--- src/hdl/dual_timer_regs.vh ---
// Register offsets, field positions, reset values and timing counts of the dual timer.
// Assumes APB byte addresses with one aligned 32-bit word per register.
`ifndef DUAL_TIMER_REGS_VH
`define DUAL_TIMER_REGS_VH

// ----------------------------------------------------------------------------
// Register offsets
// ----------------------------------------------------------------------------
`define OFS_AUX_CTRL   8'h00
`define OFS_CORE_CTRL  8'h04
`define OFS_AUX_COUNT  8'h08
`define OFS_CORE_COUNT 8'h0C
`define OFS_CAPTURE_RELOAD_REGISTER     8'h10
`define OFS_CAP_CTRL   8'h14
`define OFS_STATUS     8'h18
`define OFS_MASK       8'h1C

// ----------------------------------------------------------------------------
// Timer control fields (shared by both timer control registers, except the latch state bit, which only the core control register has)
// ----------------------------------------------------------------------------
`define TC_RUN        0
`define TC_DOWN       1
`define TC_EXT_DIR    2
`define TC_SRC_LO     3
`define TC_SRC_HI     4
`define TC_PRE_LO     5
`define TC_PRE_HI     7
`define TC_EDGE_LO    8
`define TC_EDGE_HI    9
`define TC_RELOAD     10
`define TC_LATCH_OUT  11
`define TC_LATCH_STATE 12
`define TC_WIDTH      12

// Clock source codes.
`define SRC_PRESCALER 2'h0
`define SRC_PIN       2'h1
`define SRC_LATCH     2'h2

// ----------------------------------------------------------------------------
// Capture control fields
// ----------------------------------------------------------------------------
`define CC_EDGE_LO    0
`define CC_EDGE_HI    1
`define CC_CLEAR      2
`define CC_FM_COUNT   3
`define CC_FM_DIR     4
`define CC_WIDTH      5

// ----------------------------------------------------------------------------
// Status and mask bits
// ----------------------------------------------------------------------------
`define ST_AUX_WRAP   0
`define ST_CORE_WRAP  1
`define ST_CAPTURE    2
`define ST_WIDTH      3

// ----------------------------------------------------------------------------
// Reset values and timing
// ----------------------------------------------------------------------------
`define RST_TIMER_CTRL 12'h000
`define RST_CAP_CTRL   5'h00
`define RST_COUNT      16'h0000
`define MIN_TICK_CYCLES 2

`endif

--- src/hdl/edge_select.v ---
// Edge detector with selectable rising, falling or both edges.
// Assumes the input is already synchronous to clk.
`timescale 1ns/1ps
`default_nettype none

module edge_select (
    input  wire       clk,
    input  wire       rst_n,
    input  wire       level,
    input  wire [1:0] sel,
    output wire       pulse
);

    reg prev;

    // ------------------------------------------------------------------------
    // Previous level store
    // ------------------------------------------------------------------------
    // The history starts low, so a pin held high at reset gives one rising edge.
    always @(posedge clk or negedge rst_n) begin
        if (!rst_n) begin
            prev <= 1'b0;
        end else begin
            prev <= level;
        end
    end

    // Bit 0 selects rising edges, bit 1 falling edges.
    assign pulse = (sel[0] & level & ~prev) | (sel[1] & ~level & prev);

endmodule // edge_select

`default_nettype wire

--- src/hdl/tick_prescaler.v ---
// Free-running prescaler giving a one-cycle tick every 2^(sel+1) clocks.
// Assumes one clock domain; the shortest period is two clocks.
`timescale 1ns/1ps
`default_nettype none

module tick_prescaler #(
    parameter WIDTH = 8
) (
    input  wire       clk,
    input  wire       rst_n,
    input  wire [2:0] sel,
    output wire       tick
);

    reg  [WIDTH-1:0] count;
    wire [WIDTH-1:0] mask;

    // ------------------------------------------------------------------------
    // Divider
    // ------------------------------------------------------------------------
    // The counter is shared by all settings, so a new setting takes effect
    // without restarting it; the first period after a change may be short.
    always @(posedge clk or negedge rst_n) begin
        if (!rst_n) begin
            count <= {WIDTH{1'b0}};
        end else begin
            count <= count + {{(WIDTH-1){1'b0}}, 1'b1};
        end
    end

    // Low sel+1 bits set form the mask; tick when all of them are ones.
    assign mask = ~({WIDTH{1'b1}} << ({{(WIDTH-3){1'b0}}, sel} + {{(WIDTH-1){1'b0}}, 1'b1}));
    assign tick = &(count | ~mask);

endmodule // tick_prescaler

`default_nettype wire

--- src/hdl/dual_timer_capture_reload.v ---
// Dual 16-bit up/down timer with toggle latch and capture/reload register, APB slave.
// Assumes all pins are synchronous to pclk and stable for two clocks per level.
//
// Behaviour
// (RL1) Finest timer tick is two clocks.
// (RL2) Both timers and capture register sixteen bits.
// (RL3) Auxiliary timer, core timer, one capture/reload register.
// (RL4) Clock from prescaler or external pins.
// (RL5) Direction by software or direction pin level.
// (RL6) Toggle latch flips on core wrap.
// (RL7) Latch clocks auxiliary timer and/or drives pin.
// (RL8) Core wraps offered as neighbour count clock.
// (RL9) Core wrap may reload from capture register.
// (RL10) Capture pin edge copies auxiliary count.
// (RL11) Optional clear of auxiliary timer after capture.
// (RL12) Capture also from first-module count/direction inputs.
// (RL13) Wraps and captures set readable request flags.
// (RL14) Outside signals synchronous, stable two clocks.
//
// Decided for this implementation: the register addresses and the APB register port.
`include "dual_timer_regs.vh"
`timescale 1ns/1ps
`default_nettype none

module dual_timer_capture_reload #(
    parameter PRESCALE_WIDTH = 8
) (
    input  wire        pclk,
    input  wire        presetn,
    input  wire        psel,
    input  wire        penable,
    input  wire        pwrite,
    input  wire [7:0]  paddr,
    input  wire [31:0] pwdata,
    output wire        pready,
    output wire        pslverr,
    output reg  [31:0] prdata,
    input  wire        aux_count_pin,
    input  wire        core_count_pin,
    input  wire        aux_direction_control_pin,
    input  wire        core_direction_control_pin,
    input  wire        capture_input_pin,
    input  wire        first_module_count_input,
    input  wire        first_module_direction_input,
    output wire        toggle_latch_output_pin,
    output wire        core_wrap_clock,
    output wire        irq
);

    // ------------------------------------------------------------------------
    // Declarations
    // ------------------------------------------------------------------------
    reg  [`TC_WIDTH-1:0] aux_ctrl;
    reg  [`TC_WIDTH-1:0] core_ctrl;
    reg  [`CC_WIDTH-1:0] cap_ctrl;
    reg  [15:0]          aux_timer;
    reg  [15:0]          core_timer;
    reg  [15:0]          capture_reload_register;
    reg                  core_toggle_latch;
    reg  [`ST_WIDTH-1:0] status;
    reg  [`ST_WIDTH-1:0] mask;
    reg  [31:0]          next_prdata;
    reg                  addr_hit;
    wire                 setup;
    wire                 wr;
    wire                 aux_pre_tick;
    wire                 core_pre_tick;
    wire                 aux_pin_edge;
    wire                 core_pin_edge;
    wire                 latch_edge;
    wire                 capture_input_pin_edge;
    wire                 fm_count_edge;
    wire                 fm_dir_edge;
    wire                 aux_tick;
    wire                 core_tick;
    wire                 aux_down;
    wire                 core_down;
    wire                 aux_wrap;
    wire                 core_wrap;
    wire                 capture;
    wire [`ST_WIDTH-1:0] events;

    // ------------------------------------------------------------------------
    // Helper functions
    // ------------------------------------------------------------------------
    // Count step shared by both timers.
    function [15:0] step;
        input [15:0] value;
        input        down;
        begin
            step = down ? value - 16'h0001 : value + 16'h0001;
        end
    endfunction

    // Wrap detection shared by both timers: all ones going up, zero going down.
    function wraps;
        input [15:0] value;
        input        down;
        begin
            wraps = down ? (value == 16'h0000) : (value == 16'hFFFF);
        end
    endfunction

    // Tick selection shared by both timers.
    function pick_tick;
        input [1:0] src;
        input       pre;
        input       pin;
        input       latch;
        input       allow_latch;
        begin
            case (src)
                `SRC_PRESCALER: pick_tick = pre;
                `SRC_PIN:       pick_tick = pin;
                `SRC_LATCH:     pick_tick = latch & allow_latch;
                default:        pick_tick = 1'b0;
            endcase
        end
    endfunction

    // ------------------------------------------------------------------------
    // Clock sources
    // ------------------------------------------------------------------------
    // Each timer has its own prescaler so the two may run at different rates.
    tick_prescaler #(.WIDTH(PRESCALE_WIDTH)) u_aux_pre (
        .clk   (pclk),
        .rst_n (presetn),
        .sel   (aux_ctrl[`TC_PRE_HI:`TC_PRE_LO]),
        .tick  (aux_pre_tick)
    ); // [RL1] [RL4]

    tick_prescaler #(.WIDTH(PRESCALE_WIDTH)) u_core_pre (
        .clk   (pclk),
        .rst_n (presetn),
        .sel   (core_ctrl[`TC_PRE_HI:`TC_PRE_LO]),
        .tick  (core_pre_tick)
    ); // [RL1] [RL4]

    edge_select u_aux_pin (
        .clk   (pclk),
        .rst_n (presetn),
        .level (aux_count_pin),
        .sel   (aux_ctrl[`TC_EDGE_HI:`TC_EDGE_LO]),
        .pulse (aux_pin_edge)
    ); // [RL4]

    edge_select u_core_pin (
        .clk   (pclk),
        .rst_n (presetn),
        .level (core_count_pin),
        .sel   (core_ctrl[`TC_EDGE_HI:`TC_EDGE_LO]),
        .pulse (core_pin_edge)
    ); // [RL4]

    // The latch edges that clock the auxiliary timer use its own edge field.
    edge_select u_latch (
        .clk   (pclk),
        .rst_n (presetn),
        .level (core_toggle_latch),
        .sel   (aux_ctrl[`TC_EDGE_HI:`TC_EDGE_LO]),
        .pulse (latch_edge)
    ); // [RL7]

    edge_select u_capture_input_pin (
        .clk   (pclk),
        .rst_n (presetn),
        .level (capture_input_pin),
        .sel   (cap_ctrl[`CC_EDGE_HI:`CC_EDGE_LO]),
        .pulse (capture_input_pin_edge)
    ); // [RL10]

    edge_select u_fm_count (
        .clk   (pclk),
        .rst_n (presetn),
        .level (first_module_count_input),
        .sel   ({2{cap_ctrl[`CC_FM_COUNT]}}),
        .pulse (fm_count_edge)
    ); // [RL12]

    edge_select u_fm_dir (
        .clk   (pclk),
        .rst_n (presetn),
        .level (first_module_direction_input),
        .sel   ({2{cap_ctrl[`CC_FM_DIR]}}),
        .pulse (fm_dir_edge)
    ); // [RL12]

    // ------------------------------------------------------------------------
    // Tick, direction and event decode
    // ------------------------------------------------------------------------
    // A stopped timer ignores every tick. Only the auxiliary timer may take the latch.
    assign aux_tick  = aux_ctrl[`TC_RUN] &
                       pick_tick(aux_ctrl[`TC_SRC_HI:`TC_SRC_LO], aux_pre_tick,
                                 aux_pin_edge, latch_edge, 1'b1); // [RL4] [RL7]
    assign core_tick = core_ctrl[`TC_RUN] &
                       pick_tick(core_ctrl[`TC_SRC_HI:`TC_SRC_LO], core_pre_tick,
                                 core_pin_edge, 1'b0, 1'b0); // [RL4]

    // A high direction pin inverts the software direction when enabled.
    assign aux_down  = aux_ctrl[`TC_DOWN] ^ (aux_ctrl[`TC_EXT_DIR] & aux_direction_control_pin); // [RL5]
    assign core_down = core_ctrl[`TC_DOWN] ^ (core_ctrl[`TC_EXT_DIR] & core_direction_control_pin); // [RL5]

    assign aux_wrap  = aux_tick & wraps(aux_timer, aux_down);
    assign core_wrap = core_tick & wraps(core_timer, core_down); // [RL6]

    // Any selected capture source triggers; they are ORed, not prioritised.
    assign capture = capture_input_pin_edge | fm_count_edge | fm_dir_edge; // [RL10] [RL12]

    assign events = {capture, core_wrap, aux_wrap}; // [RL13]

    // ------------------------------------------------------------------------
    // Auxiliary timer
    // ------------------------------------------------------------------------
    // Software write wins, then the clear after capture, then a count tick.
    always @(posedge pclk or negedge presetn) begin
        if (!presetn) begin
            aux_timer <= `RST_COUNT;
        end else if (wr && paddr == `OFS_AUX_COUNT) begin
            aux_timer <= pwdata[15:0];
        end else if (capture && cap_ctrl[`CC_CLEAR]) begin
            aux_timer <= 16'h0000; // [RL11]
        end else if (aux_tick) begin
            aux_timer <= step(aux_timer, aux_down); // [RL2] [RL3]
        end
    end

    // ------------------------------------------------------------------------
    // Core timer and toggle latch
    // ------------------------------------------------------------------------
    // On a wrap with reload enabled the capture register value is loaded.
    always @(posedge pclk or negedge presetn) begin
        if (!presetn) begin
            core_timer <= `RST_COUNT;
        end else if (wr && paddr == `OFS_CORE_COUNT) begin
            core_timer <= pwdata[15:0];
        end else if (core_wrap && core_ctrl[`TC_RELOAD]) begin
            core_timer <= capture_reload_register; // [RL9]
        end else if (core_tick) begin
            core_timer <= step(core_timer, core_down); // [RL2] [RL3]
        end
    end

    // Software may preset the latch through the core control state bit.
    always @(posedge pclk or negedge presetn) begin
        if (!presetn) begin
            core_toggle_latch <= 1'b0;
        end else if (core_wrap) begin
            core_toggle_latch <= ~core_toggle_latch; // [RL6]
        end else if (wr && paddr == `OFS_CORE_CTRL) begin
            core_toggle_latch <= pwdata[`TC_LATCH_STATE];
        end
    end

    // The pin rests low while the output is disabled.
    assign toggle_latch_output_pin = core_toggle_latch & core_ctrl[`TC_LATCH_OUT]; // [RL7]
    assign core_wrap_clock = core_wrap; // [RL8]

    // ------------------------------------------------------------------------
    // Capture/reload register
    // ------------------------------------------------------------------------
    // A capture beats a software write in the same cycle, so no event is lost.
    always @(posedge pclk or negedge presetn) begin
        if (!presetn) begin
            capture_reload_register <= `RST_COUNT;
        end else if (capture) begin
            capture_reload_register <= aux_timer; // [RL10]
        end else if (wr && paddr == `OFS_CAPTURE_RELOAD_REGISTER) begin
            capture_reload_register <= pwdata[15:0];
        end
    end

    // ------------------------------------------------------------------------
    // Control registers
    // ------------------------------------------------------------------------
    always @(posedge pclk or negedge presetn) begin
        if (!presetn) begin
            aux_ctrl  <= `RST_TIMER_CTRL;
            core_ctrl <= `RST_TIMER_CTRL;
            cap_ctrl  <= `RST_CAP_CTRL;
            mask      <= {`ST_WIDTH{1'b0}};
        end else if (wr) begin
            case (paddr)
                `OFS_AUX_CTRL:  aux_ctrl  <= pwdata[`TC_WIDTH-1:0];
                `OFS_CORE_CTRL: core_ctrl <= pwdata[`TC_WIDTH-1:0];
                `OFS_CAP_CTRL:  cap_ctrl  <= pwdata[`CC_WIDTH-1:0];
                `OFS_MASK:      mask      <= pwdata[`ST_WIDTH-1:0];
                default:        mask      <= mask;
            endcase
        end
    end

    // ------------------------------------------------------------------------
    // Status flags and interrupt
    // ------------------------------------------------------------------------
    // Write one to clear; a new event in the clearing cycle keeps its flag set.
    always @(posedge pclk or negedge presetn) begin
        if (!presetn) begin
            status <= {`ST_WIDTH{1'b0}};
        end else if (wr && paddr == `OFS_STATUS) begin
            status <= (status & ~pwdata[`ST_WIDTH-1:0]) | events; // [RL13]
        end else begin
            status <= status | events; // [RL13]
        end
    end

    assign irq = |(status & mask);

    // ------------------------------------------------------------------------
    // APB slave
    // ------------------------------------------------------------------------
    // Zero wait states: the access phase always completes at its first edge.
    assign setup   = psel & ~penable;
    assign wr      = psel & penable & pwrite & addr_hit;
    assign pready  = 1'b1;
    assign pslverr = psel & penable & ~addr_hit;

    // Read mux and address decode.
    always @* begin
        next_prdata = 32'h00000000;
        addr_hit    = 1'b1;
        case (paddr)
            `OFS_AUX_CTRL:   next_prdata[`TC_WIDTH-1:0] = aux_ctrl;
            `OFS_CORE_CTRL:  next_prdata[`TC_WIDTH:0]   = {core_toggle_latch, core_ctrl};
            `OFS_AUX_COUNT:  next_prdata[15:0]          = aux_timer;
            `OFS_CORE_COUNT: next_prdata[15:0]          = core_timer;
            `OFS_CAPTURE_RELOAD_REGISTER:     next_prdata[15:0]          = capture_reload_register;
            `OFS_CAP_CTRL:   next_prdata[`CC_WIDTH-1:0] = cap_ctrl;
            `OFS_STATUS:     next_prdata[`ST_WIDTH-1:0] = status;
            `OFS_MASK:       next_prdata[`ST_WIDTH-1:0] = mask;
            default:         addr_hit = 1'b0;
        endcase
    end

    // Read data is sampled in the setup cycle so it stands through the access.
    // The trade-off is that a read shows the value of the setup cycle.
    always @(posedge pclk or negedge presetn) begin
        if (!presetn) begin
            prdata <= 32'h00000000;
        end else if (setup) begin
            prdata <= next_prdata;
        end
    end

endmodule // dual_timer_capture_reload

`default_nettype wire

--- config.mk ---
export PLATFORM = sky130hd
export DESIGN_NAME = dual_timer_capture_reload
export DESIGN_NICKNAME = d
export VERILOG_FILES = /design/src/hdl/edge_select.v /design/src/hdl/tick_prescaler.v /design/src/hdl/dual_timer_capture_reload.v
export VERILOG_INCLUDE_DIRS = /design/src /design/src/hdl
export SDC_FILE = /design/constraint.sdc
export NUM_CORES = 1
export LEC_CHECK = 0
export BUFFER_PORTS_ARGS = -buffer_cell sky130_fd_sc_hd__buf_2
export CORE_MARGIN = 2
export CORE_UTILIZATION = 35
export CTS_CLUSTER_SIZE = 12
export DETAILED_ROUTE_END_ITERATION = 8
export GPL_TIMING_DRIVEN = 0
export SKIP_LAST_GASP = 1
export SYNTH_ARGS = -nofsm -noshare
export SYNTH_HDL_FRONTEND = slang
export SYNTH_HIERARCHICAL = 1
export SYNTH_SLANG_ARGS = --single-unit
--- constraint.sdc ---
create_clock -name pclk -period 9.74 [get_ports pclk]
set_input_delay 0.974 -clock pclk [delete_from_list [all_inputs] [get_ports pclk]]
set_output_delay 0.974 -clock pclk [all_outputs]
set_load 0.05 [all_outputs]
==> impl_metrics.py, run 1 <==
metrics = {
    "synth": {
        "yosys.area.top_type_share": 0.390,
        "ys_seq_area_frac": 0.390,
        "ys.flop_type": "dfrtp_1",
        "synth.avg_cell_area_um2": 9.61,
        "syn_inst": 814,
        "yosys-top-cells-area": "dfrtp_1 (39%), ha_1 (6.6%), mux2_2 (4.9%), a21oi_1 (3.8%), nand2_1 (3.5%)",
        "ys_ff_latch": 122,
        "synth_common_cells": "dfrtp_1 (122), nand2_1 (73), nor2_1 (71)",
        "netlist_area_mm2": 0.00782,
        "ys_types": 74,
        "async_flop_share": 1.00,
        "yosys_warnings": 6,
        "synth-edff-count": 0,
        "yosysMostFrequentCell": "dfrtp_1",
        "yosys.area.top_type": "dfrtp_1",
    },
    "drt": {
        "routedWlPerCell_um": 19.1,
        "drt-initial-drc-count": 645,
        "viasPerCell": 5.62,
        "ant_nets": 0,
        "drt_wl_total_um": 22900,
        "drtPass1Iterations": 5,
        "vias": 6716,
        "drc": 0,
    },
    "timing": {
        "hold_viol": 0,
        "fmax_mhz": 245,
        "fin_tns_setup_ns": 0,
        "whs_ns": 0.469,
        "rsz0062_at_grt": "false",
        "period_share": 0.418,
        "slew_headroom": 0.257,
        "fin_crit_ns": 4.07,
        "tightest_slew_ns": 1.11,
        "finClkSkew_ns": 0.00767,
        "setup_viol": 0,
        "slew_violations": 0,
    },
    "clock_tree": {
        "cts.sink_count": 122,
        "htree_levels": 4,
        "clk_latency_ns": 0.43,
        "cts_made_buffers": 17,
        "cts-root-buf": "clkbuf_16",
        "clockBufferDepth": 2,
        "cts_tree": "built",
        "holdBufCountCts": 0,
        "cts-resized-gates": 0,
        "clk_pin_slew_ns": 0.05,
        "post_cts_buffers": 0,
    },
    "die": {
        "die_area_mm2": 0.0236,
        "fp.coreArea_mm2": 0.0219,
        "start_util": 0.357,
        "die_x_um": 153,
        "die_h_um": 153,
        "pin_count": 89,
        "core.rowCount": 54,
    },
    "setup_path": {
        "worst-setup-path-type": "in -> out",
        "path_buf_inv": 2,
        "cp.arrival_ns": 3.10,
        "r2r_slack_ns": 5.96,
        "path_common_cell": "buf_2",
        "cpLargestDelayFamily": "XOR/XNOR gates",
        "cp-end-kind": "output port",
        "crit_fanout": 19,
        "cp-start-kind": "primary input",
        "cp_cell_sequence": "buf_2, nand2_1, xnor2_2, mux2i_1, nor2_1, buf_2",
        "worstPathRequired_ns": 8.77,
        "critical_path.max_stage_delay_ns": 0.80,
        "crit_slowest_cell": "xnor2_2",
    },
    "outcome": {
        "status": "finished, final reports clean",
    },
    "placed_design": {
        "dp.cells": 1163,
        "dp_hpwl_um": 17000,
        "place_congestion": 0.905,
        "portBuffers": 53,
    },
    "pwr": {
        "p_leak_uw": 0.00439,
        "p_per_area_mw_per_mm2": 142,
        "peakVddDrop_v": 0.000118,
    },
    "grt": {
        "gr-total-overflow": 0,
        "grt_pass1_vias": 6481,
        "grt_max_degree": 80,
        "grt_pass1_wl_um": 36400,
        "antenna_found_initial": 0,
        "grt_usage": 0.196,
    },
    "job": {
        "maxCapViolCount": 0,
    },
    "cells_and_area": {
        "area_growth_pct": 17.5,
        "antenna_cells": 0,
        "fin_cells": 1194,
        "drive_gt1_frac": 0.196,
        "fin_nets": 997,
        "fillCellCount": 2212,
    },
    "min_path": {
        "hold_class": "in -> async",
    },
}
[registers in the layout (all words and copies together) (netlist names)]
signal                    flops
aux_ctrl                     12
aux_timer                    16
cap_ctrl                      5
capture_reload_register      16
core_ctrl                    12
core_timer                   16
core_toggle_latch             1
mask                          3
prdata                       16
status                        3
u_aux_pin/prev                1
u_aux_pre/count               8
u_capture_input_pin/prev      1
u_core_pin/prev               1
u_core_pre/count              8
u_fm_count/prev               1
u_fm_dir/prev                 1
u_latch/prev                  1
[area by class of cell]
cell class	count	area, µm²	area share
Timing Repair Buffer	54	299	0.0325
Sequential cell	122	3050	0.332
Clock buffer	20	447	0.0486
Tap cell	280	350	0.0381
Inverter	16	60.1	0.00653
Clock inverter	11	218	0.0237
Multi-Input combinational cell	642	4490	0.489
Buffer	49	272	0.0295
[power breakdown]
part           total (µW)  internal [µW]  switching [µW]
Clock                 722            486             236
Sequential            516            511            4.77
Combinational        66.1           17.7            48.3
Total                1300           1010             289
[logic make-up after synthesis]
logic type | Yosys count | synth area share
compound gates | 227 | 0.207
fa+ha+maj | 43 | 0.0707
simple gates | 261 | 0.168
xor+xnor | 37 | 0.0424
mux | 57 | 0.0784
other cells | 2 | 0.000960
buf+inv | 65 | 0.0424
flops | 122 | 0.390
[worst paths after layout]
| path | start | end | cells past startpoint |
|---|---|---|---|
| min reg2reg | prdata[5]$_DFFE_PN0P_ | prdata[5]$_DFFE_PN0P_ | 1 |
| min | presetn | u_core_pre/count[3]$_DFF_PN0_ | 1 |
| max reg2reg | aux_ctrl[2]$_DFFE_PN0P_ | aux_timer[15]$_DFFE_PN0P_ | 12 |
| max in group asynchronous | presetn | core_timer[4]$_DFFE_PN0P_ | 2 |
| min in group pclk | prdata[5]$_DFFE_PN0P_ | prdata[5]$_DFFE_PN0P_ | 1 |
| max | core_direction_control_pin | core_wrap_clock | 6 |
[cells in the final DEF (no fill, tap or decap), types with 11 or more instances in the layout]
cell	n
dfrtp_1	122
nor3_1	21
inv_1	16
clkbuf_1	24
clkbuf_16	17
nor4_1	14
xor2_1	14
a222oi_1	12
a21oi_1	60
buf_2	59
ha_1	41
mux2_2	34
a221oi_1	12
a211oi_1	11
buf_4	19
a21o_1	21
conb_1	17
a22oi_1	16
nand3_1	11
mux2i_1	23
nand2_1	73
nand4_1	13
nor2_1	71
o21ai_0	31
xnor2_1	22
[through the flow]
step	setup WS (ns)	instance area, µm²	total power, µW	utilization
6_report	5.67	9190	1300	0.420
5_1_grt	5.47	9190	1340	0.420
4_1_cts	5.62	9190	1310	0.420
3_5_place_dp	5.28	8530	591	0.390
3_3_place_gp	5.27	8490	589	0.388
2_1_floorplan	5.88	7880	557	-
[metal layers]
metal	share of wire	global-route usage
met5	0	0
met4	0.036	0.0904
met3	0.053	0.0315
met2	0.47	0.310
met1	0.44	0.263
Power figures use the tool's default switching activity.
==> run 2: changes to the inputs <==
ABC_AREA = 1   (was not set)
clock period = 3.9 ns   (was 9.74 ns; I/O delays follow)
==> impl_metrics.py, run 2 <==
metrics = {
    "die": {
        "fp.coreArea_mm2": 0.0241,
        "die_h_um": 160,
        "die_x_um": 160,
        "core.rowCount": 57,
        "start_util": 0.353,
        "pin_count": 89,
        "die_area_mm2": 0.0256,
    },
    "timing": {
        "fin_crit_ns": 3.09,
        "rsz0062_at_grt": "false",
        "fmax_mhz": 323,
        "period_share": 0.793,
        "slew_violations": 0,
        "fin_tns_setup_ns": 0,
        "slew_headroom": 0.465,
        "hold_viol": 0,
        "finClkSkew_ns": 0.00789,
        "setup_viol": 0,
        "tightest_slew_ns": 0.791,
    },
    "cells_and_area": {
        "fin_nets": 1429,
        "drive_gt1_frac": 0.116,
        "final_common_cell": "nand2_1",
        "finalInstanceArea_mm2": 0.00986,
        "final_cell_mix": "nand2_1 (411), inv_1 (170), dfrtp_1 (122)",
        "area_growth_pct": 15.9,
        "antenna_cells": 0,
        "fillCellCount": 2618,
    },
    "setup_path": {
        "cp.arrival_ns": 2.70,
        "cp-start-kind": "flip-flop",
        "worst-setup-path-type": "reg -> out",
        "worstPathRequired_ns": 3.51,
        "crit_fanout": 6,
        "cp-end-kind": "output port",
    },
    "pwr": {
        "p_per_area_mw_per_mm2": 310,
        "p_leak_uw": 0.00549,
        "peakVddDrop_v": 0.000259,
    },
    "clock_tree": {
        "cts_made_buffers": 17,
        "cts_tree": "built",
        "cts-root-buf": "clkbuf_16",
        "clk_latency_ns": 0.42,
        "cts.sink_count": 122,
        "htree_levels": 4,
        "clk_pin_slew_ns": 0.06,
        "clockBufferDepth": 2,
    },
    "drt": {
        "drtPass1Iterations": 5,
        "drt_wl_total_um": 26700,
        "vias": 8255,
        "drt-initial-drc-count": 618,
        "ant_nets": 0,
        "drc": 0,
        "viasPerCell": 4.94,
        "routedWlPerCell_um": 16.0,
    },
    "synth": {
        "ys.flop_type": "dfrtp_1",
        "syn_inst": 1243,
        "async_flop_share": 1.00,
        "yosys-top-cells-area": "dfrtp_1 (36%), nand2_1 (18%), inv_1 (7.5%), ha_1 (6.0%), nand3_1 (4.7%)",
        "synth_common_cells": "nand2_1 (411), inv_1 (170), dfrtp_1 (122)",
        "yosys_warnings": 6,
        "yosys.area.top_type": "dfrtp_1",
        "ys_seq_area_frac": 0.359,
        "synth-edff-count": 0,
        "yosysMostFrequentCell": "nand2_1",
        "netlist_area_mm2": 0.00851,
        "ys_types": 45,
        "synth.avg_cell_area_um2": 6.85,
        "yosys.area.top_type_share": 0.359,
        "ys_ff_latch": 122,
    },
    "grt": {
        "gr-total-overflow": 0,
        "top_usage_layer": "met2",
        "met2_usage": 0.325,
        "grt_pass1_vias": 7700,
        "grt_max_degree": 91,
        "grt_util_met3": 0.0358,
        "grt_usage": 0.214,
        "grt_pass1_wl_um": 42700,
        "antenna_found_initial": 0,
        "gr-usage-met1": 0.305,
    },
    "placed_design": {
        "place_area_mm2": 0.00928,
        "portBuffers": 55,
        "dp_hpwl_um": 20700,
        "place_congestion": 0.931,
    },
    "min_path": {
        "hold_class": "in -> reg",
    },
    "job": {
        "maxCapViolCount": 0,
    },
    "outcome": {
        "status": "finished, final reports clean",
    },
}
-- run 2: cell count changes in the layout (fill, tap and decap cells not counted), moves of 15 or more --
cell | previous run | this run
nor3_1 | 21 | 5
mux2i_1 | 23 | 0
nand2_1 | 73 | 411
o21ai_1 | 0 | 44
clkbuf_1 | 24 | 9
nor2_1 | 71 | 94
a21o_1 | 21 | 1
a22oi_1 | 16 | 0
mux2_2 | 34 | 0
nand3_1 | 11 | 80
inv_1 | 16 | 170
o21ai_0 | 31 | 53
-- run 2: path summary, 6_finish.rpt --
kind | startpoint | endpoint | slack (ns) | cells after the start
max | core_ctrl[5]$_DFFE_PN0P_ | core_wrap_clock | 0.81 | 14
min | aux_count_pin | u_aux_pin/prev$_DFF_PN0_ | 0.1 | 1
max reg2reg | core_ctrl[2]$_DFFE_PN0P_ | core_timer[13]$_DFFE_PN0P_ | 1.17 | 15
min reg2reg | mask[1]$_DFFE_PN0P_ | mask[1]$_DFFE_PN0P_ | 0.48 | 2
max in group asynchronous | presetn | aux_timer[13]$_DFFE_PN0P_ | 2.67 | 3
min in group asynchronous | presetn | u_fm_dir/prev$_DFF_PN0_ | 0.41 | 2
-- run 2: critical path: stages (launching register included) --
cell,delay (ns)
dfrtp_1,0.46
inv_1,0.07
ha_1,0.29
inv_1,0.04
nand2_1,0.04
nand2_1,0.05
nor2_1,0.10
nor2_1,0.05
nor2_1,0.10
or2_1,0.11
nand4_1,0.27
a21oi_1,0.22
nand2_1,0.14
inv_1,0.08
buf_2,0.26
-- run 2: per-stage QoR --
stage | power, µW | instances | util | worst slack [ns] | hold slack, ns
floorplan | 1440 | 1258 | - | 1.64 | 0.0944
global placement | 1530 | 1637 | 0.384 | 0.701 | 0.463
detailed placement | 1540 | 1638 | 0.385 | 1.06 | 0.303
CTS | 3070 | 1671 | 0.409 | 0.800 | 0.0906
global route | 3150 | 1671 | 0.409 | 0.519 | 0.0952
finish | 3060 | 1671 | 0.409 | 0.806 | 0.0993
-- run 2: routing by layer --
metal  share of wire  routed length [µm]
met1            0.47               12700
met3           0.057                1530
met5               0                   0
met4           0.034                 901
met2            0.44               11600
-- run 2: cell type report --
| class | count | area [µm²] | share of cell area |
|---|---|---|---|
| Multi-Input combinational cell | 913 | 4560 | 0.462 |
| Timing Repair Buffer | 57 | 319 | 0.0324 |
| Clock buffer | 19 | 453 | 0.0459 |
| Buffer | 45 | 283 | 0.0287 |
| Clock inverter | 13 | 118 | 0.0119 |
| Tap cell | 324 | 405 | 0.0411 |
| Inverter | 178 | 673 | 0.0683 |
| Sequential cell | 122 | 3050 | 0.310 |
-- run 2: what timing repair did --
| action | 4_1_cts | 5_1_grt |
|---|---|---|
| setup buffers | 0 | 0 |
| setup endpoints to repair | 0 | 0 |
| resized for setup | 0 | 0 |
| hold buffers | 1 | 0 |
| hold endpoints to repair | 32 | 0 |
-- run 2: power by group --
group / switching, µW / internal (µW)
sequential: 16.9 / 1280
combinational: 162 / 53.8
clock: 630 / 913
-- run 2: kinds of logic (layout without fill, tap and decap cells) --
| group | Yosys count | after routing | share of synthesized area |
|---|---|---|---|
| AND/OR/NAND/NOR | 639 | 639 | 0.317 |
| XOR/XNOR | 21 | 21 | 0.0216 |
| buffers and inverters | 223 | 312 | 0.112 |
| adder cells (fa/ha/maj) | 43 | 43 | 0.0650 |
| other | 2 | 17 | 0.000883 |
| flip-flops | 122 | 122 | 0.359 |
| AO/OA/AOI/OAI | 193 | 193 | 0.124 |
==> run 3: changes to the inputs <==
clock period = 2.67 ns   (was 3.9 ns; I/O delays follow)
==> impl_metrics.py, run 3 (synthesis gave the netlist of run 2 again) <==
metrics = {
    "clock_tree": {
        "cts.sink_count": 122,
        "clk_pin_slew_ns": 0.06,
        "cts_tree": "built",
        "clk_latency_ns": 0.43,
        "cts-root-buf": "clkbuf_16",
        "clockBufferDepth": 2,
        "htree_levels": 4,
        "cts_made_buffers": 17,
    },
    "timing": {
        "setup_viol": 0,
        "finClkSkew_ns": 0.00965,
        "rsz0062_at_grt": "true",
        "slew_violations": 0,
        "hold_viol": 0,
        "period_share": 0.963,
        "fmax_mhz": 389,
        "worst_slack_ns": 0.0998,
        "tightest_slew_ns": 0.540,
        "fin_crit_ns": 2.57,
        "slew_headroom": 0.640,
    },
    "grt": {
        "grt_pass1_wl_um": 42800,
        "grt_usage": 0.214,
        "antenna_found_initial": 0,
        "gr-total-overflow": 0,
        "grt_max_degree": 91,
        "grt_pass1_vias": 7748,
    },
    "die": {
        "die_x_um": 160,
        "core.rowCount": 57,
        "die_h_um": 160,
        "start_util": 0.353,
        "fp.coreArea_mm2": 0.0241,
        "die_area_mm2": 0.0256,
        "pin_count": 89,
    },
    "drt": {
        "drt-initial-drc-count": 611,
        "ant_nets": 0,
        "drc": 0,
        "routedWlPerCell_um": 16.1,
        "drt_wl_total_um": 27200,
        "drtPass1Iterations": 6,
        "vias": 8383,
        "viasPerCell": 4.95,
    },
    "placed_design": {
        "dp_hpwl_um": 20700,
        "dp_slack_ns": -0.0472,
        "place_congestion": 0.931,
        "portBuffers": 55,
    },
    "setup_path": {
        "cp-start-kind": "flip-flop",
        "r2r_slack_ns": 0.16,
        "worstPathRequired_ns": 2.40,
        "crit_fanout": 6,
        "worst-setup-path-type": "reg -> out",
        "cp-end-kind": "output port",
        "cp.arrival_ns": 2.30,
    },
    "outcome": {
        "status": "finished, final reports clean",
    },
    "min_path": {
        "hold_class": "in -> reg",
    },
    "cells_and_area": {
        "final_common_cell": "nand2_1",
        "fin_nets": 1453,
        "antenna_cells": 0,
        "final_cell_mix": "nand2_1 (408), inv_1 (166), dfrtp_1 (120)",
        "drive_gt1_frac": 0.142,
        "area_growth_pct": 19.6,
    },
    "pwr": {
        "p_per_area_mw_per_mm2": 439,
        "peakVddDrop_v": 0.000380,
        "p_leak_uw": 0.00556,
        "power.total_uw": 4470,
    },
    "job": {
        "maxCapViolCount": 0,
    },
}
run 3: cell types whose count changed in the layout (fill, tap and decap cells not counted), sizes merged:
cell	previous run	this run
dlygate4sd3	1	6
inv	180	178
clkinvlp	2	5
buf	92	110
run 3: path summary, 6_finish.rpt:
| path | from | endpoint | depth (start not counted) |
|---|---|---|---|
| min reg2reg | prdata[0]$_DFFE_PN0P_ | prdata[0]$_DFFE_PN0P_ | 2 |
| max in group asynchronous | presetn | core_timer[12]$_DFFE_PN0P_ | 3 |
| min | pwdata[14] | capture_reload_register[14]$_DFFE_PN0P_ | 3 |
| max reg2reg | core_ctrl[6]$_DFFE_PN0P_ | core_timer[4]$_DFFE_PN0P_ | 19 |
| max | core_ctrl[6]$_DFFE_PN0P_ | core_wrap_clock | 14 |
| min in group asynchronous | presetn | u_fm_dir/prev$_DFF_PN0_ | 2 |
run 3: routing by layer:
metal / track usage / share of wire / up-vias
li1: - / - / 4173
met1: 0.305 / 0.46 / 3896
met2: 0.330 / 0.45 / 263
met3: 0.0358 / 0.061 / 51
met4: 0.0741 / 0.030 / 0
met5: 0 / 0 / -
run 3: report_power, final:
group          leakage, µW  internal, µW  total (µW)  switching [µW]
clock             0.000280          1330        2260             922
sequential         0.00159          1870        1900            24.6
combinational      0.00368          83.7         321             238
run 3: worst max-delay path, stage by stage (launching register included):
cell	delay [ns]
dfrtp_2	0.46
ha_4	0.28
inv_1	0.03
nand2_1	0.04
nand2_1	0.05
nor2_1	0.10
nor2_1	0.05
nor2_1	0.09
or2_1	0.10
nand4_1	0.07
buf_4	0.16
a21oi_2	0.11
nand2_2	0.10
inv_2	0.08
buf_6	0.15
run 3: final cells by class:
type	instances	area, µm²
tap	324	405
clock buffer	19	453
clock inverter	13	118
fill	2601	13900
timing repair buffer	80	524
buffer	45	289
inverter	178	681
multi-input combinational	913	4650
sequential	122	3060
timing repair inverter	1	7.51
run 3: what timing repair did:
| item | 4_1_cts | 5_1_grt |
|---|---|---|
| endpoints found under the setup margin | 7 | 33 |
| hold buffers | 6 | 0 |
| pin swaps | 0 | 3 |
| cloned | 0 | 3 |
| endpoints found under the hold margin | 37 | 0 |
| setup buffers | 3 | 13 |
| resized for setup | 5 | 25 |
run 3: through the flow:
stage,utilization,std cells,instance area (µm²),hold slack (ns),setup TNS [ns]
5_1_grt,0.422,1695,10200,0.153,-0.201
3_5_place_dp,0.385,1638,9280,0.180,-0.0813
6_report,0.422,1695,10200,0.136,0
2_1_floorplan,-,1258,8570,-0.0286,0
3_3_place_gp,0.384,1637,9250,0.404,-48.08
4_1_cts,0.413,1679,9960,0.133,-0.0520
